==> config.mk <==
export PLATFORM = sky130hd
export DESIGN_NAME = embi_top
export DESIGN_NICKNAME = d
export VERILOG_FILES = /design/src/design/embi_pkg.sv /design/src/design/embi_top.sv
export SDC_FILE = /design/constraint.sdc
export NUM_CORES = 1
export LEC_CHECK = 0
export ABC_AREA = 0
export ABC_CLOCK_PERIOD_IN_PS = 2940
export BUFFER_PORTS_ARGS = -buffer_cell sky130_fd_sc_hd__buf_2
export CELL_PAD_IN_SITES_DETAIL_PLACEMENT = 2
export CELL_PAD_IN_SITES_GLOBAL_PLACEMENT = 2
export CORE_MARGIN = 2
export CORE_UTILIZATION = 34
export CTS_CLUSTER_DIAMETER = 50
export DETAILED_ROUTE_END_ITERATION = 8
export PLACE_DENSITY = 0.9
export REMOVE_ABC_BUFFERS = 1
export SYNTH_ARGS = -nofsm -noshare
export SYNTH_HDL_FRONTEND = slang
export SYNTH_SLANG_ARGS = --single-unit
==> constraint.sdc <==
create_clock -name clock -period 2.94 [get_ports clock]
set_input_delay 0 -clock clock [delete_from_list [all_inputs] [get_ports clock]]
set_output_delay 0 -clock clock [all_outputs]
set_load 0.01 [all_outputs]
==> src/design/embi_pkg.sv <==
`default_nettype none
package embi_pkg;

  // ==========================================================
  // Widths
  localparam int ADDR_W  = 22;
  localparam int DATA_W  = 32;
  localparam int LANES   = 4;
  localparam int MAP_W   = 3;
  localparam int APB_AW  = 12;

  // ==========================================================
  // Register offsets (byte addresses)
  localparam logic [11:0] OFF_CTRL  = 12'h000;
  localparam logic [11:0] OFF_ADDR  = 12'h004;
  localparam logic [11:0] OFF_WDATA = 12'h008;
  localparam logic [11:0] OFF_CMD   = 12'h00c;
  localparam logic [11:0] OFF_STAT  = 12'h010;
  localparam logic [11:0] OFF_RDATA = 12'h014;

  // ==========================================================
  // Field positions and reset values
  localparam int CTRL_ROLE_BIT = 8;
  localparam int CMD_GO_BIT    = 0;
  localparam int CMD_RNW_BIT   = 1;
  localparam int CMD_LANE_LSB  = 4;
  localparam int STAT_BUSY     = 0;
  localparam int STAT_DONE     = 1;
  localparam int STAT_HELD     = 2;
  localparam int STAT_PEND     = 3;
  localparam int STAT_MAP_LSB  = 4;
  localparam logic [31:0] CTRL_RST = 32'h0000_0000;

  // ==========================================================
  // Sequencer states
  typedef enum logic [2:0] {
    ST_IDLE, ST_START, ST_WAIT, ST_END, ST_REL, ST_HELD, ST_RESUME
  } embi_state_t;

  // Memory control pins, all active low except read_not_write
  typedef struct packed {
    logic [3:0] byte_lane_sel_n;
    logic       mem_write_strobe_n;
    logic       address_strobe_n;
    logic       data_strobe_n;
    logic       cycle_start_n;
    logic       read_not_write;
    logic       shared_pin_n;
  } embi_ctl_t;

  localparam embi_ctl_t CTL_IDLE = '{4'hf, 1'b1, 1'b1, 1'b1, 1'b1,
                                     1'b1, 1'b1};

endpackage
`default_nettype wire

==> src/design/embi_top.sv <==
// What this block does
// - 32-bit three-state data bus, bit 31 top
// - Pending output low while bus lent away and a transfer is queued
// - Sample map pins; first two place memory
// - Four active-low byte lane selects
// - Write strobe low on writes only
// - Address strobe only with valid address
// - Data strobe gates read and write data
// - Cycle start pulses low per transaction
// - Direction high read, low write throughout
// - Bus request floats address, data, control
// - Acknowledge only after lines released
`timescale 1ns/1ps
`default_nettype none

module embi_top #(
  parameter int ADDR_W = embi_pkg::ADDR_W,
  parameter int DATA_W = embi_pkg::DATA_W
) (
  input  wire logic                  clock,
  input  wire logic                  nrst,
  // APB slave
  input  wire logic                  psel,
  input  wire logic                  penable,
  input  wire logic                  pwrite,
  input  wire logic [11:0]           paddr,
  input  wire logic [31:0]           pwdata,
  output logic      [31:0]           prdata,
  output logic                       pready,
  output logic                       pslverr,
  // External memory bus
  output logic      [ADDR_W-1:0]     extAddr,
  output logic                       extAddrOe,
  input  wire logic [DATA_W-1:0]     extDataIn,
  output logic      [DATA_W-1:0]     extDataOut,
  output logic                       extDataOe,
  output embi_pkg::embi_ctl_t        memCtl,
  output logic                       memCtlOe,
  input  wire logic                  sync_ready_n,
  input  wire logic                  bus_request_n,
  output logic                       bus_grant_ack_n,
  output logic                       ext_access_pending_n,
  input  wire logic                  mem_map_sel_0,
  input  wire logic                  mem_map_sel_1,
  input  wire logic                  mem_map_sel_2,
  output logic      [1:0]            memMapMode
);

  // ==========================================================
  // Elaboration checks
  if (DATA_W != 32)
    $error("embi_top: data path must be 32 bits wide");
  if (ADDR_W < 1 || ADDR_W > 32)
    $error("embi_top: address width must be 1 to 32");
  // Byte lanes must tile the data path with no gap or overlap
  if (embi_pkg::LANES * 8 != DATA_W)
    $error("embi_top: byte lanes must cover the data path");

  // ==========================================================
  // Helpers
  function automatic logic hitReg(input logic [11:0] a,
                                  input logic [11:0] off);
    hitReg = (a == off);
  endfunction

  // ==========================================================
  // State
  embi_pkg::embi_state_t state_r, state_nxt;
  logic [31:0]       ctrl_r, ctrl_nxt;
  logic [ADDR_W-1:0] addr_r, addr_nxt;
  logic [31:0]       wdata_r, wdata_nxt;
  logic [31:0]       rdata_r, rdata_nxt;
  logic [3:0]        lanes_r, lanes_nxt;
  logic              rnw_r, rnw_nxt;
  logic              pend_r, pend_nxt;
  logic              done_r, done_nxt;
  logic [2:0]        map_r, map_nxt;
  logic              mapTaken_r, mapTaken_nxt;
  logic              apbWr, apbRd, cmdGo, doneClr, busy, mapped;
  logic [31:0]       laneData;
  logic [31:0]       prdata_nxt;

  // Byte lanes that were not selected read back as zero
  genvar g;
  for (g = 0; g < embi_pkg::LANES; g++) begin : gLane
    assign laneData[g*8 +: 8] = lanes_r[g] ? extDataIn[g*8 +: 8]
                                           : 8'h00;
  end

  // ==========================================================
  // APB access decode
  assign apbWr   = psel && penable && pwrite;
  // Reads are looked up at the end of setup so prdata leaves a flop
  assign apbRd   = psel && !penable && !pwrite;
  // Lending the bus is not busy: a command may queue behind the lender
  assign busy    = pend_r || (state_r == embi_pkg::ST_START) ||
                   (state_r == embi_pkg::ST_WAIT) ||
                   (state_r == embi_pkg::ST_END);
  assign cmdGo   = apbWr && hitReg(paddr, embi_pkg::OFF_CMD)
                   && pwdata[embi_pkg::CMD_GO_BIT] && !busy;
  assign doneClr = apbWr && hitReg(paddr, embi_pkg::OFF_STAT)
                   && pwdata[embi_pkg::STAT_DONE];
  assign pready  = 1'b1;

  // Unmapped offsets and a command while busy both answer slverr
  always_comb begin
    mapped = 1'b1;
    if (hitReg(paddr, embi_pkg::OFF_CTRL)) begin
      mapped = 1'b1;
    end else if (hitReg(paddr, embi_pkg::OFF_ADDR)) begin
      mapped = 1'b1;
    end else if (hitReg(paddr, embi_pkg::OFF_WDATA)) begin
      mapped = 1'b1;
    end else if (hitReg(paddr, embi_pkg::OFF_CMD)) begin
      mapped = !(pwrite && busy);
    end else if (hitReg(paddr, embi_pkg::OFF_STAT)) begin
      mapped = 1'b1;
    end else if (hitReg(paddr, embi_pkg::OFF_RDATA)) begin
      mapped = 1'b1;
    end else begin
      mapped = 1'b0;
    end
  end

  assign pslverr = psel && penable && !mapped;

  // Read mux; caught at the setup edge so it stands through access.
  // Status is thus a snapshot one cycle old, harmless for polling.
  always_comb begin
    prdata_nxt = 32'h0000_0000;
    if (apbRd && hitReg(paddr, embi_pkg::OFF_CTRL)) begin
      prdata_nxt = ctrl_r;
    end else if (apbRd && hitReg(paddr, embi_pkg::OFF_ADDR)) begin
      prdata_nxt[ADDR_W-1:0] = addr_r;
    end else if (apbRd && hitReg(paddr, embi_pkg::OFF_WDATA)) begin
      prdata_nxt = wdata_r;
    end else if (apbRd && hitReg(paddr, embi_pkg::OFF_CMD)) begin
      prdata_nxt[embi_pkg::CMD_RNW_BIT] = rnw_r;
      prdata_nxt[embi_pkg::CMD_LANE_LSB +: 4] = lanes_r;
    end else if (apbRd && hitReg(paddr, embi_pkg::OFF_STAT)) begin
      prdata_nxt[embi_pkg::STAT_BUSY] = busy;
      prdata_nxt[embi_pkg::STAT_DONE] = done_r;
      prdata_nxt[embi_pkg::STAT_HELD] = (state_r == embi_pkg::ST_HELD);
      prdata_nxt[embi_pkg::STAT_PEND] = !ext_access_pending_n;
      prdata_nxt[embi_pkg::STAT_MAP_LSB +: 3] = map_r;
    end else if (apbRd && hitReg(paddr, embi_pkg::OFF_RDATA)) begin
      prdata_nxt = rdata_r;
    end
  end

  // ==========================================================
  // Register file and sequencer next state
  always_comb begin
    state_nxt    = state_r;
    ctrl_nxt     = ctrl_r;
    addr_nxt     = addr_r;
    wdata_nxt    = wdata_r;
    rdata_nxt    = rdata_r;
    lanes_nxt    = lanes_r;
    rnw_nxt      = rnw_r;
    pend_nxt     = pend_r;
    done_nxt     = done_r;
    map_nxt      = map_r;
    mapTaken_nxt = 1'b1;

    // Straps are caught on the first edge after reset release
    if (!mapTaken_r) begin
      map_nxt = {mem_map_sel_2, mem_map_sel_1, mem_map_sel_0};
    end

    if (apbWr && hitReg(paddr, embi_pkg::OFF_CTRL)) begin
      ctrl_nxt = pwdata;
    end
    // Address and data are locked while a transfer is queued
    if (apbWr && hitReg(paddr, embi_pkg::OFF_ADDR) && !busy) begin
      addr_nxt = pwdata[ADDR_W-1:0];
    end
    if (apbWr && hitReg(paddr, embi_pkg::OFF_WDATA) && !busy) begin
      wdata_nxt = pwdata;
    end
    if (cmdGo) begin
      pend_nxt  = 1'b1;
      rnw_nxt   = pwdata[embi_pkg::CMD_RNW_BIT];
      lanes_nxt = pwdata[embi_pkg::CMD_LANE_LSB +: 4];
    end
    if (doneClr) begin
      done_nxt = 1'b0;
    end

    case (state_r)
      embi_pkg::ST_IDLE: begin
        // A bus request wins over a queued transfer
        if (!bus_request_n) begin
          state_nxt = embi_pkg::ST_REL;
        end else if (pend_r) begin
          state_nxt = embi_pkg::ST_START;
        end
      end
      embi_pkg::ST_START: begin
        pend_nxt  = 1'b0;
        state_nxt = embi_pkg::ST_WAIT;
      end
      embi_pkg::ST_WAIT: begin
        // Stretch until memory says it may complete
        if (!sync_ready_n) begin
          state_nxt = embi_pkg::ST_END;
          if (rnw_r) begin
            rdata_nxt = laneData;
          end
        end
      end
      embi_pkg::ST_END: begin
        done_nxt  = 1'b1;
        state_nxt = embi_pkg::ST_IDLE;
      end
      embi_pkg::ST_REL: begin
        // Lines went quiet on entry; grant on the next edge
        state_nxt = embi_pkg::ST_HELD;
      end
      embi_pkg::ST_HELD: begin
        if (bus_request_n) begin
          state_nxt = embi_pkg::ST_RESUME;
        end
      end
      embi_pkg::ST_RESUME: begin
        // Drive returns here, two cycles before any new cycle
        state_nxt = embi_pkg::ST_IDLE;
      end
      default: begin
        state_nxt = embi_pkg::ST_IDLE;
      end
    endcase

    // A completion in the clearing cycle is kept
    if (state_r == embi_pkg::ST_END) begin
      done_nxt = 1'b1;
    end
  end

  always_ff @(posedge clock or negedge nrst) begin
    if (!nrst) begin
      state_r    <= embi_pkg::ST_IDLE;
      ctrl_r     <= embi_pkg::CTRL_RST;
      addr_r     <= '0;
      wdata_r    <= 32'h0000_0000;
      rdata_r    <= 32'h0000_0000;
      lanes_r    <= 4'h0;
      rnw_r      <= 1'b1;
      pend_r     <= 1'b0;
      done_r     <= 1'b0;
      map_r      <= 3'h0;
      mapTaken_r <= 1'b0;
    end else begin
      state_r    <= state_nxt;
      ctrl_r     <= ctrl_nxt;
      addr_r     <= addr_nxt;
      wdata_r    <= wdata_nxt;
      rdata_r    <= rdata_nxt;
      lanes_r    <= lanes_nxt;
      rnw_r      <= rnw_nxt;
      pend_r     <= pend_nxt;
      done_r     <= done_nxt;
      map_r      <= map_nxt;
      mapTaken_r <= mapTaken_nxt;
    end
  end

  // ==========================================================
  // Pin outputs, computed from the next state so they leave
  // flip-flops and line up with the state they belong to
  embi_pkg::embi_ctl_t ctl_nxt;
  logic              ctlOe_nxt, dataOe_nxt, ack_nxt, pendN_nxt;
  logic              inXfer, lent;
  logic [ADDR_W-1:0] extAddr_nxt;
  logic [31:0]       dOut_nxt;

  always_comb begin
    ctl_nxt     = embi_pkg::CTL_IDLE;
    inXfer      = (state_nxt == embi_pkg::ST_START) ||
                  (state_nxt == embi_pkg::ST_WAIT);
    lent        = (state_nxt == embi_pkg::ST_REL) ||
                  (state_nxt == embi_pkg::ST_HELD);
    // Floats while the bus is lent out
    ctlOe_nxt   = !lent;
    ack_nxt     = (state_nxt != embi_pkg::ST_HELD);
    pendN_nxt   = !(lent && pend_nxt);
    extAddr_nxt = addr_nxt;
    dOut_nxt    = wdata_nxt;
    // Write data only goes out during a write transaction
    dataOe_nxt  = inXfer && !rnw_nxt;
    if (inXfer) begin
      ctl_nxt.address_strobe_n = 1'b0;
      ctl_nxt.read_not_write   = rnw_nxt;
      ctl_nxt.byte_lane_sel_n  = ~lanes_nxt;
    end
    if (state_nxt == embi_pkg::ST_START) begin
      ctl_nxt.cycle_start_n = 1'b0;
    end
    if (state_nxt == embi_pkg::ST_WAIT) begin
      ctl_nxt.data_strobe_n      = 1'b0;
      ctl_nxt.mem_write_strobe_n = rnw_nxt;
    end
    // Shared pin: memory output enable or access pending
    if (ctrl_nxt[embi_pkg::CTRL_ROLE_BIT]) begin
      ctl_nxt.shared_pin_n = pendN_nxt;
    end else begin
      ctl_nxt.shared_pin_n = !((state_nxt == embi_pkg::ST_WAIT)
                               && rnw_nxt);
    end
  end

  // Registered pins and read data; everything floats-safe from reset.
  // Control keeps driving in reset so strobes never float undefined
  always_ff @(posedge clock or negedge nrst) begin
    if (!nrst) begin
      memCtl               <= embi_pkg::CTL_IDLE;
      prdata               <= 32'h0000_0000;
      memCtlOe             <= 1'b1;
      extAddrOe            <= 1'b1;
      extAddr              <= '0;
      extDataOut           <= 32'h0000_0000;
      extDataOe            <= 1'b0;
      bus_grant_ack_n      <= 1'b1;
      ext_access_pending_n <= 1'b1;
    end else begin
      memCtl               <= ctl_nxt;
      prdata               <= prdata_nxt;
      memCtlOe             <= ctlOe_nxt;
      extAddrOe            <= ctlOe_nxt;
      extAddr              <= extAddr_nxt;
      extDataOut           <= dOut_nxt;
      extDataOe            <= dataOe_nxt;
      bus_grant_ack_n      <= ack_nxt;
      ext_access_pending_n <= pendN_nxt;
    end
  end

  // Region code from the first two map pins only
  assign memMapMode = map_r[1:0];

endmodule

`default_nettype wire

==> After elaboration in Yosys (flattened, before gate mapping) <==
Index checks and enable logic that the tools add are counted.
{ "word_totals": {"register_bits": 178, "input_bits": 86, "out_inout_bits": 105, "word_cells": 126} }
{ "classes": {"eq_ne": 15, "n_mux": 41, "bitwise_logic": 2, "reduce_logical": 44} }
{ "op_table": {"columns": ["operator", "n"], "rows": [
  ["32-bit two-way mux", 3],
  ["8-bit two-way mux", 4],
  ["1-bit logical AND", 25],
  ["25-bit two-way mux", 1],
  ["12-bit by 4-bit equality test with 1-bit output (second input constant)", 2],
  ["12-bit by 5-bit equality test with 1-bit output (second input constant)", 2],
  ["24-bit two-way mux", 1],
  ["22-bit two-way mux", 1],
  ["1-bit two-way mux", 19],
  ["3-bit case mux with 5 select lines", 1],
  ["12-bit by 3-bit equality test with 1-bit output (second input constant)", 1],
  ["3-bit equality test (second input constant)", 4],
  ["12-bit zero test", 1],
  ["3-bit two-way mux", 4],
  ["4-bit two-way mux", 3],
  ["1-bit zero test", 10],
  ["10-bit two-way mux", 1],
  ["3-bit by 2-bit equality test with 1-bit output (second input constant)", 3],
  ["9-bit two-way mux", 1],
  ["7-bit two-way mux", 1],
  ["3-bit by 1-bit equality test with 1-bit output (second input constant)", 2],
  ["1-bit logical OR", 5],
  ["4-bit NOT", 1],
  ["3-bit zero test", 1],
  ["other kinds (5)", 5]
]} }

==> Logic depth before layout (Yosys ltp) <==
Gate-level depths: netlist of run 1.
{ "logic_depth": {"word_depth": 12, "mapped_depth": 8, "ltp_nobuf": 6} }

==> Worst setup path after synthesis of run 1 <==
No wires, ideal clock.
{ "synth_timing": {"kind": "input to register", "from": "input port paddr[9]", "to": "register extDataOut[10]", "arrival_time_ps": 1982, "slack_ps": 833, "path_stages": 6, "path_buffers": 2, "cell_sequence": "or4_1 buf_2 or4b_4 nor3_4 buf_6 mux2_2"} }
{ "synth_via": {"elab_chain_cells": 3} }
{ "synth_lines": {"columns": ["element", "line_no", "rtl"], "rows": [
  ["start: declaration", "embi_top.sv:26", "input wire logic [11:0] paddr,"],
  ["12-bit by 4-bit equality test with 1-bit output", "embi_top.sv:63", "hitReg = (a == off);"],
  ["1-bit logical AND (2 in series)", "embi_top.sv:178", "if (apbWr && hitReg(paddr, embi_pkg::OFF_WDATA) && !busy) begin"],
  ["end signal: assignment", "embi_top.sv:331", "extDataOut <= dOut_nxt;"],
  ["end: declaration", "embi_top.sv:35", "output logic [DATA_W-1:0] extDataOut,"]
]} }
Every way passes these cells.
A chain may end at the register's enable or synchronous reset.

==> Worst setup path in the final report of run 1 <==
{ "layout_timing": {"from": "register state_r[0]", "to": "register extDataOe"} }
{ "layout_via": {"elab_chain_cells": 9, "elab_cells_between_ends": 22, "classes_between": "eq/ne: 7; mux: 6; reduce/logical: 9"} }
{ "layout_lines": {"columns": ["element", "line_no", "rtl"], "rows": [
  ["start: declaration", "embi_top.sv:68", "embi_pkg::embi_state_t state_r, state_nxt;"],
  ["start signal: assignment", "embi_top.sv:242", "state_r <= embi_pkg::ST_IDLE;"],
  ["start signal: assignment", "embi_top.sv:254", "state_r <= state_nxt;"],
  ["3-bit by 1-bit equality test with 1-bit output", "embi_top.sv:96", "assign busy = pend_r || (state_r == embi_pkg::ST_START) ||"],
  ["1-bit logical OR (2 in series)", "embi_top.sv:96", null],
  ["1-bit logical OR *", "embi_top.sv:97", "(state_r == embi_pkg::ST_WAIT) ||"],
  ["1-bit zero test *", "embi_top.sv:100", "&& pwdata[embi_pkg::CMD_GO_BIT] && !busy;"],
  ["1-bit logical AND *", "embi_top.sv:100", null],
  ["1-bit two-way mux *", "embi_top.sv:181", "if (cmdGo) begin"],
  ["named net rnw_nxt", "embi_top.sv:74", "logic rnw_r, rnw_nxt;"],
  ["1-bit zero test *", "embi_top.sv:290", "dataOe_nxt = inXfer && !rnw_nxt;"],
  ["1-bit logical AND *", "embi_top.sv:290", null],
  ["named net dataOe_nxt", "embi_top.sv:272", "logic ctlOe_nxt, dataOe_nxt, ack_nxt, pendN_nxt;"],
  ["end signal: assignment", "embi_top.sv:332", "extDataOe <= dataOe_nxt;"],
  ["end: declaration", "embi_top.sv:36", "output logic extDataOe,"]
]} }
Mark *: on every way through the listed nets, which the timed path passes. The rest lies on a longest branch.

==> results of run 1 <==
-- cells by family after synthesis --
logic type / Yosys count / share of synthesized area (%)
DFF: 178 / 60.6
and+or+nand+nor: 176 / 11.4
AOI/OAI and AO/OA: 112 / 9.71
muxes: 97 / 14.7
buffers and inverters: 56 / 3.49
other: 1 / 0.0508
-- registers in the layout (all words and copies together) (netlist names), 3 cells and up --
name,flops
prdata,32
ctrl_r,32
extDataOut,32
state_r,3
memCtl,10
lanes_r,4
map_r,3
extAddr,22
rdata_r,32
-- cell usage in the layout, fill, tap and decap left out, drive strengths merged, types with 3 or more instances in the layout --
cell	n
a21oi	8
a221oi	17
a222oi	6
a22oi	8
buf	204
clkbuf	19
clkinv	4
dfrtp	164
dfstp	14
dlygate4sd3	72
inv	20
mux2	93
mux2i	4
nand2	102
nand2b	9
nand3	3
nand4	7
nor2	21
nor3	9
nor4	7
o21ai	57
o21bai	3
o22ai	4
-- per-stage QoR --
step	instance area [µm²]	hold slack, ns	cells
6_report	10000	0.210	1164
4_1_cts	10000	0.161	1163
3_5_place_dp	8680	0.145	1059
5_1_grt	10000	0.260	1164
3_3_place_gp	8680	0.118	1059
2_1_floorplan	7180	-0.296	580
-- how the worst max path moves through the flow --
stage,startpoint,endpoint
floorplan,paddr[1],prdata[3]$_DFF_PN0_
global placement,paddr[9],extDataOe$_DFF_PN0_
detailed placement,paddr[9],extDataOe$_DFF_PN0_
CTS,state_r[0]$_DFF_PN0_,extDataOe$_DFF_PN0_
global route,state_r[0]$_DFF_PN0_,extDataOe$_DFF_PN0_
finish,state_r[0]$_DFF_PN0_,extDataOe$_DFF_PN0_
-- layer usage --
metal / vias to the layer above / global-route usage, % / part of all wire (%)
li1: 2704 / - / -
met1: 3271 / 30.4 / 40
met2: 229 / 46.4 / 53
met3: 50 / 5.30 / 5.0
met4: 0 / 9.67 / 2.8
met5: - / 0 / 0
-- synthesized netlist by cell type (3+ instances only) --
cell type / n / area, µm²
a21oi_1: 8 / 40.0
a221oi_1: 17 / 149
a222oi_1: 6 / 60.1
a22oi_1: 8 / 60.1
buf_2: 8 / 40.0
buf_4: 4 / 30.0
buf_6: 3 / 33.8
clkbuf_1: 26 / 97.6
dfrtp_1: 164 / 4100
dfstp_2: 14 / 368
inv_1: 15 / 56.3
mux2_2: 91 / 1020
mux2i_1: 4 / 40.0
nand2_1: 102 / 383
nand2b_1: 9 / 56.3
nand3_1: 3 / 15.0
nand4_1: 7 / 43.8
nor2_1: 21 / 78.8
nor3_1: 6 / 30.0
nor4_1: 6 / 37.5
o21ai_0: 57 / 285
o21bai_1: 3 / 22.5
o22ai_1: 4 / 25.0
-- layout make-up --
class	instances	share of cell area, %
Sequential cell	178	44.7
Multi-Input combinational cell	387	26.8
Timing Repair Buffer	276	18.5
Clock buffer	19	4.52
Tap cell	275	3.44
Clock inverter	13	1.49
Inverter	15	0.563
Antenna cell	1	0.0250
-- report_power, final --
| part | total (W) | internal (W) | leakage [nW] | switching (W) |
|---|---|---|---|---|
| Sequential | 0.00263 | 0.00255 | 2.41 | 0.0000828 |
| Clock | 0.00236 | 0.00132 | 0.293 | 0.00105 |
| Combinational | 0.000547 | 0.000236 | 2.37 | 0.000311 |
-- worst max-delay path, stage by stage, from the launching register on --
cell and delay [ns]:
dfrtp_1 0.50, o21bai_1 0.25, or4b_4 0.54, nor3_4 0.42, mux2i_1 0.43, inv_1 0.11
nor2_1 0.10
==> results.md, run 1 <==
- Final hold viol count: 0
- Share of layout cells above drive strength 1: 39.4%
- Hold path endpoint: prdata[5]$_DFF_PN0_
- R2R Path End: extDataOe$_DFF_PN0_
- Minimum clock period: 2.42 ns
- Hold Crit Class: input port to register
- CTS buffer count: 17
- Total negative slack: 0 ns
- Final net count: 961
- Num Clock Sinks: 178
- CTS tree: done
- Setup bufs post-CTS: 0
- Syn_area_per_cell: 11.9 µm²
- Required time of the critical path: 3.30 ns
- Max-cap viol count: 0
- Yosys Warn Count: 0
- FF/Latch Area: 4470 µm²
- Slew @ Worst Pin: 0.940 ns
- Register area share after synthesis: 60.6%
- DRT antenna net count: 0
- Setup violations, final: 0
- Initial core utilization: 34.9%
- Vias: 6254
- Buffers on Ports: 189
- CTS max path bufs: 2
- WHS Path Cells: 5
- Pin count of the biggest net entering global routing: 87
- Final Worst Setup Slack: 0.521 ns
- Worst skew pair latency: 0.43 ns
- Routability cong.: 0.805
- Pre-CTS WS: 0.394 ns
- First-pass GRT wire length: 43500 µm
- Hold Path Origin: paddr[1]
- Filler Cell Count: 2116
- Die Span Y: 151 µm
- Initial antenna violation count: 2
- Fmax: 413 MHz
- Layout Skew: 0.0138 ns
- Core ar.: 21200 µm²
- Number of flops mapped to enable cells by yosys: 0
- Vias in the first global route: 7289
- # DRC: 0
- Final Util: 47.3%
- Status: completed
- Post-CTS Hold Buffers: 72
- I/O pin count: 191
- Grt ovf: 0
- Mapped Cells: 620
- Final wirelength: 28700 µm
- CP max FO: 11
- Pre-antenna DRT Iters: 5
- Crit Path Category: register to register
- Final period util: 82.3%
- Initial drt markers: 256
- P&R area growth vs syn: 35.6%
- Worst Path Arrival: 2.78 ns
- Worst reg-to-reg path cell count: 6
- Worst VDD drop: 367 µV
- Total track usage: 25.8%
- FFs w/ async S/R, synth: 100%
- Row count: 53
- Fin. max-slew vios: 0
- CP Launch Type: register
- Unrepaired setup endpoints after global routing: false
- HPWL Detailed: 17100 µm
- Distinct cells, synth: 48
- Htree depth: 4
- Multi-input gate area: 2690 µm²
- Relative slew slack: 36.7%
- Worst R2R Start: state_r[0]$_DFF_PN0_
- Vias per cell: 5.37
- DIE WIDTH: 151 µm
- Synth Flop Type: dfrtp_1
- Post_cts resized: 0
- Final Power: 0.00554 W
- Post-synth design cell area: 7380 µm²
- Root Driver: clkbuf_16
- #FFs+latches synth: 178
- Drt wl/cell: 24.6 µm
- Die ar.: 22900 µm²
- Crit. End Element: register
- R2r setup slk: 0.52 ns
- Power per cell area: 554 nW/µm²
- Clock slew at reported path FFs: 0.07 ns
- Pleak: 5.08 nW
No activity file was read; power rests on OpenSTA's default activity.
==> run 2: changes to the inputs <==
--- a/config.mk
+++ b/config.mk
@@ -6,15 +6,15 @@
 export NUM_CORES = 1
 export LEC_CHECK = 0
 export ABC_AREA = 0
-export ABC_CLOCK_PERIOD_IN_PS = 2940
+export ABC_CLOCK_PERIOD_IN_PS = 2100
 export BUFFER_PORTS_ARGS = -buffer_cell sky130_fd_sc_hd__buf_2
 export CELL_PAD_IN_SITES_DETAIL_PLACEMENT = 2
 export CELL_PAD_IN_SITES_GLOBAL_PLACEMENT = 2
 export CORE_MARGIN = 2
-export CORE_UTILIZATION = 34
+export CORE_UTILIZATION = 31
 export CTS_CLUSTER_DIAMETER = 50
 export DETAILED_ROUTE_END_ITERATION = 8
-export PLACE_DENSITY = 0.9
+export PLACE_DENSITY = 0.86
 export REMOVE_ABC_BUFFERS = 1
 export SYNTH_ARGS = -nofsm -noshare
 export SYNTH_HDL_FRONTEND = slang
==> constraint.sdc (replaced) <==
create_clock -name clock -period 2.1 [get_ports clock]
set_input_delay 0 -clock clock [delete_from_list [all_inputs] [get_ports clock]]
set_output_delay 0 -clock clock [all_outputs]
set_load 0.01 [all_outputs]
==> run 2 against run 1 <==
- the flow now finishes with violations (setup timing)
- worst hold slack got worse by 0.058 ns
- register-to-register slack worse by 0.53 ns
- sequential cell count stayed put
- fmax is 15% higher
- core utilization is 2.8 points lower
- global-route usage decreased by 2.4 points
- sequential share of layout area fell by 1.7 points
- non-clock buffer count up 30
- critical path depth unchanged
- setup slack worse by 0.53 ns
- wire length grew 1.5%
- design area grew 4.1%
- largest cell class unchanged
==> results.md, run 2 (synthesis results as in run 1) <==
- Required time of the critical path: 2.40 ns (-0.90 ns)
- Minimum clock period: 2.11 ns (-0.312 ns)
- DRT antenna net count: 0 (unchanged)
- Vias in the first global route: 7217 (-0.99%)
- Final wirelength: 29100 µm (+1.5%)
- Share of layout cells above drive strength 1: 41.7% (+2.3 points)
- Pre-antenna DRT Iters: 5 (unchanged)
- Unrepaired setup endpoints after global routing: true
- Commonest non-fill, non-tap cell in the layout: buf_2
- Hold Crit Class: input port to async pin
- Fin cells: 1239 (+6.4%)
- HPWL Detailed: 18600 µm (+8.9%)
- Grt ovf: 0 (unchanged)
- Max-cap viol count: 0 (unchanged)
- Core ar.: 23400 µm² (+11%)
- Final hold viol count: 0 (unchanged)
- Routability cong.: 0.820 (+1.8%)
- Root Driver: clkbuf_16
- Final net count: 991 (+3.1%)
- Final period util: 100% (+18 points)
- Crit Path Category: register to register
- Placed Cells: 1130 (+6.7%)
- Setup violations, final: 1 (+1)
- Final Util: 44.5% (-2.8 points)
- Worst VDD drop: 473 µV (+29%)
- Power per cell area: 765 nW/µm² (+38%)
- Crit. End Element: register
- Initial antenna violation count: 2 (unchanged)
- Vias: 6308 (+0.86%)
- Final Power: 0.00797 W (+44%)
- Fin. max-slew vios: 0 (unchanged)
- Status: finished, violations left
- Crit-path slowest cell: or4b_4
- Die ar.: 25100 µm² (+9.4%)
- P&R area growth vs syn: 41.1%
- Vias per cell: 5.09 (-5.2%)
- Pin count of the biggest net entering global routing: 66 (-24%)
- Final Worst Setup Slack: -0.00645 ns (-0.528 ns)
- Slew @ Worst Pin: 0.756 ns (-0.184 ns)
- Num Clock Sinks: 178 (unchanged)
- Initial drt markers: 406 (+59%)
- Pleak: 5.27 nW (+3.9%)
- Die Span Y: 158 µm (+4.6%)
- Htree depth: 4 (unchanged)
- Clock slew at reported path FFs: 0.07 ns (about the same)
- Pre-CTS WS: -0.210 ns (-0.605 ns)
- Relative slew slack: 49.5% (+13 points)
- Multi-input gate area: 2700 µm² (+0.65%)
- First-pass GRT wire length: 43200 µm (-0.81%)
- Fmax: 475 MHz (+15%)
- CTS tree: done
- CP max FO: 17 (+6)
- Worst-path cell chain: o21bai_1 > or4b_4 > nor3_4 > buf_6 > buf_12 > mux2_2
- CP Launch Type: register
- CTS buffer count: 17 (unchanged)
- Worst skew pair latency: 0.43 ns (about the same)
- Layout Skew: 0.0117 ns (-0.00211 ns)
- Row count: 56 (+5.7%)
- Crit-path max cell delay: 0.54 ns (about the same)
- Buffers on Ports: 189 (unchanged)
- Filler Cell Count: 2438 (+15%)
- DIE WIDTH: 158 µm (+4.6%)
- # DRC: 0 (unchanged)
- Initial core utilization: 31.5% (-3.4 points)
- Commonest non-fill, non-tap cells in the layout: buf_2 (188), dfrtp_1 (164), nand2_1 (101)
- WHS: 0.151 ns (-0.0584 ns)
- FF/Latch Area: 4470 µm² (unchanged)
- Drt wl/cell: 23.5 µm (-4.7%)
- Total track usage: 23.4% (-2.4 points)
- Worst Path Arrival: 2.41 ns (-0.37 ns)
- CTS max path bufs: 2 (unchanged)
- Failing checks: setup timing
- I/O pin count: 191 (unchanged)
## run 2: cell types whose count changed in the layout (fill, tap and decap cells not counted), moves of 2 or more
cell | before | now
buf_12 | 5 | 8
buf_4 | 10 | 33
buf_6 | 1 | 4
bufinv_16 | 2 | 4
## run 2: critical path, delay by kind of cell (launching register included)
kind / cells / cell delay (ns)
muxes: 1 / 0.36
buffers and inverters: 2 / 0.30
AOI/OAI and AO/OA: 1 / 0.17
and+or+nand+nor: 2 / 0.74
DFF: 1 / 0.40
## run 2: routing by layer
metal  share of wire [%]  vias up  global-route usage, %
li1                    -     2772                      -
met1                  40     3300                   27.7
met3                 4.3       35                   4.08
met2                  54      201                   42.9
met5                   0        -                      0
met4                 1.8        0                   7.81
## run 2: layout make-up
class	count	area share, %
Clock buffer	18	4.22
Timing Repair Buffer	306	20.6
Clock inverter	14	1.91
Inverter	15	0.541
Sequential cell	178	42.9
Multi-Input combinational cell	387	25.9
Antenna cell	2	0.0480
Tap cell	319	3.83
## run 2: final timing paths
check	start	to	slack, ns	cells past startpoint
worst max-delay path	state_r[1]$_DFF_PN0_	extDataOut[6]$_DFFE_PN0P_	-0.006	6
worst min-delay path	nrst	extAddr[19]$_DFFE_PN0P_	0.15	2
worst max register to register	state_r[1]$_DFF_PN0_	extDataOut[6]$_DFFE_PN0P_	-0.006	6
worst min register to register	ctrl_r[22]$_DFFE_PN0N_	prdata[22]$_DFF_PN0_	0.48	2
max in group asynchronous	nrst	memCtl[0]$_DFF_PN1_	1.21	3
min in group clock	pwrite	done_r$_DFFE_PN0P_	0.17	5
## run 2: through the flow
step           instance area, µm²  setup TNS, ns
6_report                    10400       -0.00645
5_1_grt                     10400          -1.03
4_1_cts                     10300              0
3_5_place_dp                 8980          -4.90
3_3_place_gp                 8980          -1.85
2_1_floorplan                7180         -87.28
## run 2: what timing repair did
| action | CTS | global route |
|---|---|---|
| endpoints found under the hold margin | 200 | 0 |
| gates cloned | 0 | 1 |
| hold buffers | 71 | 0 |
| setup buffers | 0 | 3 |
| endpoints found under the setup margin | 1 | 34 |
| gates resized for setup | 1 | 6 |
## run 2: report_power, final
group          internal [W]  switching [W]
Sequential          0.00357      0.0000529
Combinational      0.000380       0.000498
Clock               0.00204        0.00142
